--- config.mk ---
export PLATFORM = sky130hd
export DESIGN_NAME = row_readout
export DESIGN_NICKNAME = d
export VERILOG_FILES = /design/src/row_readout_pkg.sv /design/src/scan_pointer.sv /design/src/row_readout.sv
export SDC_FILE = /design/constraint.sdc
export NUM_CORES = 1
export LEC_CHECK = 0
export CORE_MARGIN = 2
export CORE_UTILIZATION = 40
export DETAILED_ROUTE_END_ITERATION = 6
export DONT_BUFFER_PORTS = 1
export PLACE_DENSITY_LB_ADDON = 0.2
export SKIP_LAST_GASP = 1
export SLEW_MARGIN = 20
export SYNTH_ARGS = -nofsm -noshare
export SYNTH_HDL_FRONTEND = slang
export SYNTH_SLANG_ARGS = --single-unit
export TNS_END_PERCENT = 1
--- constraint.sdc ---
create_clock -name clk -period 4 [get_ports clk]
set_input_delay 0 -clock clk [delete_from_list [all_inputs] [get_ports clk]]
set_output_delay 0 -clock clk [all_outputs]
set_load 0.01 [all_outputs]
--- src/row_readout_pkg.sv ---
/*
 package for the row readout timing block: array geometry, reset values and carriers.
 assumes nothing of its surroundings.
*/
package row_readout_pkg;
    localparam int ROWS = 512;
    localparam int COLS = 512;
    localparam int ADDR_W = 9;
    localparam logic [8:0] START_RESET = 9'h000;
    localparam logic [8:0] POINTER_RESET = 9'h000;
    localparam logic [8:0] LAST_POS = 9'h1ff;

    // strobes from the external timing controller, sampled on clk
    typedef struct packed {
        logic read_row_preset;
        logic reset_row_preset;
        logic read_row_step;
        logic reset_row_step;
        logic column_preset;
        logic pixel_clock;
        logic column_start_load;
        logic row_start_load;
        logic row_side_select;
        logic row_select;
        logic row_reset;
        logic offset_cal;
        logic signal_sample;
        logic reference_sample;
    } ctrl_t;

    typedef struct packed {
        logic column_scan_end;
        logic read_row_scan_end;
        logic reset_row_scan_end;
    } scan_end_t;
endpackage : row_readout_pkg

--- src/scan_pointer.sv ---
/*
 one scan pointer: preset from a start value, step by one, pulse at the final position.
 assumes preset and step are one-cycle pulses synchronous to clk.
*/
`timescale 1ns/1ns
module scan_pointer
    import row_readout_pkg::*;
#(
    parameter int WIDTH = 9,
    parameter logic [WIDTH-1:0] LAST = '1
) (
    input wire logic clk,
    input wire logic rst,
    input wire logic preset,
    input wire logic step,
    input wire logic [WIDTH-1:0] start,
    output logic [WIDTH-1:0] pos_q,
    output logic scan_end_q
);
    initial begin
        if (WIDTH < 1) $error("scan_pointer width must be at least one");
    end

    always_ff @(posedge clk or posedge rst) begin
        if (rst) begin
            pos_q <= '0;
        end else if (preset) begin
            pos_q <= start;
        end else if (step) begin
            pos_q <= (pos_q == LAST) ? '0 : pos_q + 1'b1;
        end
    end

    always_ff @(posedge clk or posedge rst) begin
        if (rst) begin
            scan_end_q <= 1'b0;
        end else begin
            scan_end_q <= step && !preset && (pos_q == LAST);
        end
    end

    a_end_pulse: assert property (@(posedge clk) disable iff (rst)
        (step && !preset && pos_q == LAST) |=> scan_end_q && pos_q == '0)
        else $error("scan end pulse missing at final position");
    a_preset_wins: assert property (@(posedge clk) disable iff (rst)
        preset |=> pos_q == $past(start))
        else $error("preset did not load start value");
endmodule : scan_pointer

--- src/row_readout.sv ---
/*
 row and pixel readout sequencing of a 512 x 512 sensor array, driven by an external
 timing controller. pointers, start registers, pixel strobing, calibration path.
 assumes all controller strobes are synchronous to clk and held for at least one cycle.
*/
// How it works
// - row readout starts by presetting or stepping the read row pointer.
// - after blanking, row pixels go out one by one selected by column pointer.
// - start address loaded by strobe, applied at next matching preset.
// - next pixel on pixel clock fall; output held low, updates after rise.
// - row select low inhibits pixel array operation.
// - calibration high disconnects array, unity gain, black reference feeds amplifier.
// - each shift register pulses its scan end at final position.
// - side select high acts on read side, low on reset side.
`timescale 1ns/1ns
module row_readout
    import row_readout_pkg::*;
#(
    parameter int AW = ADDR_W
) (
    input wire logic clk,
    input wire logic rst,
    input ctrl_t ctrl,
    input wire logic [AW-1:0] start_addr,
    output logic [AW-1:0] read_row_pointer,
    output logic [AW-1:0] reset_row_pointer,
    output logic [AW-1:0] column_pointer,
    output logic read_row_active_q,
    output logic reset_row_active_q,
    output logic pixel_valid_q,
    output logic [AW-1:0] pixel_col_q,
    output logic [AW-1:0] pixel_row_q,
    output logic amp_from_black_q,
    output logic amp_unity_gain_q,
    output scan_end_t scan_end
);
    initial begin
        if (AW != ADDR_W) $error("address width must match the array geometry");
    end

    logic [AW-1:0] col_start_q;
    logic [AW-1:0] row_start_q;
    logic pix_clk_q;
    logic pix_fall;
    logic col_step;
    logic col_preset;

    // start registers: loaded now, used only at the next preset
    always_ff @(posedge clk or posedge rst) begin
        if (rst) begin
            col_start_q <= START_RESET;
        end else if (ctrl.column_start_load) begin
            col_start_q <= start_addr;
        end
    end

    always_ff @(posedge clk or posedge rst) begin
        if (rst) begin
            row_start_q <= START_RESET;
        end else if (ctrl.row_start_load) begin
            row_start_q <= start_addr;
        end
    end

    always_ff @(posedge clk or posedge rst) begin
        if (rst) begin
            pix_clk_q <= 1'b0;
        end else begin
            pix_clk_q <= ctrl.pixel_clock;
        end
    end

    assign pix_fall = pix_clk_q && !ctrl.pixel_clock;
    assign col_preset = ctrl.column_preset && ctrl.pixel_clock;
    assign col_step = pix_fall && !col_preset;

    scan_pointer #(.WIDTH(AW), .LAST(LAST_POS)) u_read_row (
        .clk(clk),
        .rst(rst),
        .preset(ctrl.read_row_preset),
        .step(ctrl.read_row_step),
        .start(row_start_q),
        .pos_q(read_row_pointer),
        .scan_end_q(scan_end.read_row_scan_end)
    );

    scan_pointer #(.WIDTH(AW), .LAST(LAST_POS)) u_reset_row (
        .clk(clk),
        .rst(rst),
        .preset(ctrl.reset_row_preset),
        .step(ctrl.reset_row_step),
        .start(row_start_q),
        .pos_q(reset_row_pointer),
        .scan_end_q(scan_end.reset_row_scan_end)
    );

    scan_pointer #(.WIDTH(AW), .LAST(LAST_POS)) u_column (
        .clk(clk),
        .rst(rst),
        .preset(col_preset),
        .step(col_step),
        .start(col_start_q),
        .pos_q(column_pointer),
        .scan_end_q(scan_end.column_scan_end)
    );

    // row drive: side select steers select to one register; reset reaches the reset side only
    always_ff @(posedge clk or posedge rst) begin
        if (rst) begin
            read_row_active_q <= 1'b0;
            reset_row_active_q <= 1'b0;
        end else begin
            read_row_active_q <= ctrl.row_select && ctrl.row_side_select;
            reset_row_active_q <= ctrl.row_select && !ctrl.row_side_select
                && ctrl.row_reset;
        end
    end

    // pixel output: held while clock low, new pixel presented after rise
    always_ff @(posedge clk or posedge rst) begin
        if (rst) begin
            pixel_valid_q <= 1'b0;
            pixel_col_q <= POINTER_RESET;
            pixel_row_q <= POINTER_RESET;
        end else if (ctrl.pixel_clock && !pix_clk_q) begin
            pixel_valid_q <= ctrl.row_select && !ctrl.offset_cal;
            pixel_col_q <= column_pointer;
            pixel_row_q <= read_row_pointer;
        end
    end

    always_ff @(posedge clk or posedge rst) begin
        if (rst) begin
            amp_from_black_q <= 1'b0;
            amp_unity_gain_q <= 1'b0;
        end else begin
            amp_from_black_q <= ctrl.offset_cal;
            amp_unity_gain_q <= ctrl.offset_cal;
        end
    end

    a_load_deferred: assert property (@(posedge clk) disable iff (rst)
        (ctrl.row_start_load && !ctrl.read_row_preset && !ctrl.read_row_step)
        |=> $stable(read_row_pointer))
        else $error("row start load changed pointer without preset");
    a_col_step: assert property (@(posedge clk) disable iff (rst)
        (pix_fall && !col_preset && column_pointer != LAST_POS)
        |=> column_pointer == $past(column_pointer) + 9'h001)
        else $error("column pointer did not step on pixel clock fall");
    a_pix_hold: assert property (@(posedge clk) disable iff (rst)
        (!ctrl.pixel_clock && !pix_clk_q) |=> $stable(pixel_col_q))
        else $error("pixel output changed while clock low");
    a_select_inhibit: assert property (@(posedge clk) disable iff (rst)
        !ctrl.row_select |=> !read_row_active_q && !reset_row_active_q)
        else $error("row drive while select low");
    a_cal_path: assert property (@(posedge clk) disable iff (rst)
        ctrl.offset_cal |=> amp_from_black_q && amp_unity_gain_q)
        else $error("calibration did not switch amplifier");
    a_cal_blank: assert property (@(posedge clk) disable iff (rst)
        (ctrl.offset_cal && ctrl.pixel_clock && !pix_clk_q) |=> !pixel_valid_q)
        else $error("pixel valid during calibration");
    a_side_read: assert property (@(posedge clk) disable iff (rst)
        (ctrl.row_select && ctrl.row_side_select)
        |=> read_row_active_q && !reset_row_active_q)
        else $error("side select high did not pick read side");
    a_read_preset: assert property (@(posedge clk) disable iff (rst)
        ctrl.read_row_preset |=> read_row_pointer == $past(row_start_q))
        else $error("read preset did not load row start");
    a_col_preset: assert property (@(posedge clk) disable iff (rst)
        (ctrl.column_preset && !ctrl.pixel_clock && !pix_clk_q)
        |=> $stable(column_pointer))
        else $error("column preset accepted while pixel clock low");
endmodule : row_readout

==> run_results.csv <==
group,metric,value,unit
route,wire_per_inst,17.7,um
yosys,ys.warnings.count,0,
finish,fillers,769,
sta,finalCriticalPeriod,2.42,ns
placed_design,gp_congestion,0.856,
yosys,syn_area,0.00335,mm2
worst_setup_path,cp-start-kind,"flip-flop",
sta,hold_viol,0,
sta,fmax,0.413,GHz
worst_setup_path,cp_max_fo,5,
route,finalWirelength,7660,um
finish,mostFrequentLayoutCells,"71 x dfrtp_1, 36 x mux2_2, 30 x dlygate4sd3_1",
clock_tree,clk_latency,0.33,ns
sta,slew_headroom,34.8,%
route,vias,2381,
finish,nets,356,
worst_setup_path,crit_start,"u_reset_row.pos_q[0]",
yosys,synth.area.top_cells,"dfrtp_1 53%, mux2_2 12%, ha_1 3.4%",
sta,worstMarginPinSlew,0.978,ns
worst_setup_path,worst_setup_path_endpoint,"u_reset_row.scan_end_q",
route,via_per_inst,5.51,
clock_tree,cts_tree,"yes",
route,ant_nets,0,
finish,mostFrequentLayoutCell,"dfrtp_1",
sta,slew_violations,0,
yosys,ys_seq_area_share,53.0,%
grt,overflow,0,
worst_setup_path,critPathMaxStageDelay,0.59,ns
clock_tree,htreeDepth,3,
route,drcViolationCount,0,
worst_setup_path,r2r_slack,1.58,ns
worst_setup_path,crit_type,"reg -> reg",
yosys,synthDominantCellAreaShare,53.0,%
yosys,avgSynthCellArea,11.3,um2
worst_setup_path,critical_path_required,4.22,ns
pwr,p_leak,0.00166,uW
route,drt_iter0_markers,51,
worst_setup_path,reg2reg_depth,7,
run,drv_cap,0,
finish,drive_gt1_share,16.2,%
worst_setup_path,cp_cell_sequence,"ha_1, and3_1, and3_1, and3_1, ha_1, nor3b_1, dlygate4sd3_1",
pwr,powerDensity,476,mW/mm2
grt,grt_max_degree,40,
grt,grt_pass1_wl,12100,um
outcome,status,"finished, final reports clean",
die,ioPinCount,78,
clock_tree,clkTransAtPathRegs,0.07,ns
worst_setup_path,r2r_end,"u_reset_row.scan_end_q",
worst_setup_path,cp_slowest_cell,"dlygate4sd3_1",
pwr,ir_drop,0.176,mV
grt,track_usage,17.7,%
pwr,totalPowerFinal,1860,uW
yosys,synth-edff-count,0,
sta,grt_setup_unrepaired,"false",
sta,fin_worst_skew,0.00885,ns
sta,fin_crit_sh,60.6,%
yosys,synth-seq-cells,71,
die,row_count,33,
die,fp.dieW,95.6,um
clock_tree,root_buffer,"clkbuf_8",
worst_setup_path,cpMostUsedCell,"and3_1",
sta,setup_tns,0,ns
die,core_area,0.00818,mm2
worst_setup_path,endpoint_kind,"flip-flop",
yosys,synth_ff_type,"dfrtp_1",
die,die_area,0.00913,mm2
yosys,async_flop_share,100,%
grt,grt_pass1_vias,2352,
placed_design,hpwlAfterDp,5160,um
clock_tree,clock_sinks,71,
finish,antenna_cells,0,
clock_tree,numCtsBuffers,9,
yosys,yosysUniqueCellTypes,44,
worst_setup_path,arrival,2.64,ns
clock_tree,clock_path_buffers,2,
hold_path,hold_class,"in -> reg",
worst_setup_path,reg2reg_from,"u_reset_row.pos_q[0]",
yosys,yosys.area.top_type,"dfrtp_1",
grt,antenna_found_initial,0,
yosys,synth_cells,298,
sta,setup_viol,0,
sta,timing.hold.ws,0.00838,ns
die,start_util,41.0,%
die,die_h,95.6,um
clock_tree,cts_resized,0,
finish,syn2layout_area_growth,16.4,%
placed_design,portBuffers,0,
route,first_pass_iters,4,
yosys,syn_nets,332,
## layout make-up
| class | instances | area [um2] | area share [%] |
|---|---|---|---|
| clock buffers | 12 | 135 | 3.46 |
| flip-flops and latches | 71 | 1780 | 45.5 |
| multi-input cells | 204 | 1460 | 37.5 |
| inverters | 5 | 18.8 | 0.481 |
| clock inverters | 4 | 70.1 | 1.79 |
| repair buffers | 31 | 308 | 7.88 |
| well taps | 105 | 131 | 3.37 |
## cell families after synthesis
| family | count (synthesis) | synth area share (%) |
|---|---|---|
| AND/OR/NAND/NOR | 92 | 15.1 |
| multiplexers | 41 | 13.6 |
| AO/OA/AOI/OAI | 62 | 11.6 |
| buffers and inverters | 23 | 3.39 |
| adder cells (fa/ha/maj) | 9 | 3.36 |
| flip-flops | 71 | 53.0 |
## layer usage
layer  wire, um  global-route usage (%)
met1       3490                    24.2
met2       3540                    26.2
met3        485                    4.58
met4        148                    7.86
met5          0                       0
## stage by stage
| step | instance area, um2 | worst slack (ns) | utilization (%) | cells |
|---|---|---|---|---|
| after global placement | 3400 | 1.73 | 41.6 | 386 |
| final | 3900 | 1.58 | 47.8 | 432 |
| after detailed placement | 3400 | 1.67 | 41.6 | 386 |
| after floorplan | 3350 | 1.94 | - | 298 |
| after global routing | 3900 | 1.47 | 47.8 | 432 |
| after CTS | 3900 | 1.59 | 47.8 | 432 |
## cells in the mapped netlist, types with 4 or more instances
master	instances
nor2b_1	5
and3_1	6
nor2_1	11
nand2_1	23
buf_4	5
o21ai_0	21
buf_2	7
nand3_1	11
a21oi_1	15
nand2b_1	5
dfrtp_1	71
ha_1	9
o211ai_1	4
nor3b_1	6
inv_1	5
a31oi_1	5
mux2i_1	5
mux2_2	36
nand4_1	4
clkbuf_1	6
## what timing repair did
action | 4_1_cts | 5_1_grt
buffers inserted | 0 | 0
hold endpoints to repair | 84 | 0
setup endpoints to repair | 0 | 0
hold buffers | 30 | 0
## where the power goes
| group | leakage (uW) | switching, uW | internal [uW] | total (uW) |
|---|---|---|---|---|
| logic | 0.000716 | 111 | 143 | 253 |
| clock network | 0.000104 | 259 | 350 | 609 |
| registers | 0.000845 | 168 | 825 | 994 |
## worst min-delay path by stage
| stage | slack (ns) | start | cells past startpoint | endpoint |
|---|---|---|---|---|
| final | 0.008 | ctrl[10] | 4 | u_reset_row.pos_q[2] |
| after global routing | 0.04 | ctrl[11] | 3 | u_read_row.pos_q[7] |
| after CTS | 0.005 | ctrl[10] | 4 | u_reset_row.pos_q[2] |
| after detailed placement | 0.03 | ctrl[2] | 0 | amp_from_black_q |
| after global placement | 0.03 | ctrl[2] | 0 | amp_from_black_q |
| after floorplan | 0.03 | ctrl[2] | 0 | amp_from_black_q |
## sequential cells by signal (all words and copies together), names as in the netlist
name                    flops
u_read_row.pos_q            9
u_reset_row.pos_q           9
pixel_row_q                 9
col_start_q                 9
row_start_q                 9
read_row_active_q           1
u_column.pos_q              9
pixel_valid_q               1
reset_row_active_q          1
u_reset_row.scan_end_q      1
pixel_col_q                 9
amp_from_black_q            1
u_read_row.scan_end_q       1
u_column.scan_end_q         1
pix_clk_q                   1
## critical path, delay by kind of cell, from the launching register on
| family | cells | cell delay (ns) |
|---|---|---|
| simple gates | 4 | 0.77 |
| buf+inv | 1 | 0.59 |
| fa+ha+maj | 2 | 0.49 |
| flops | 1 | 0.46 |
Power figures use the tool's default switching activity.
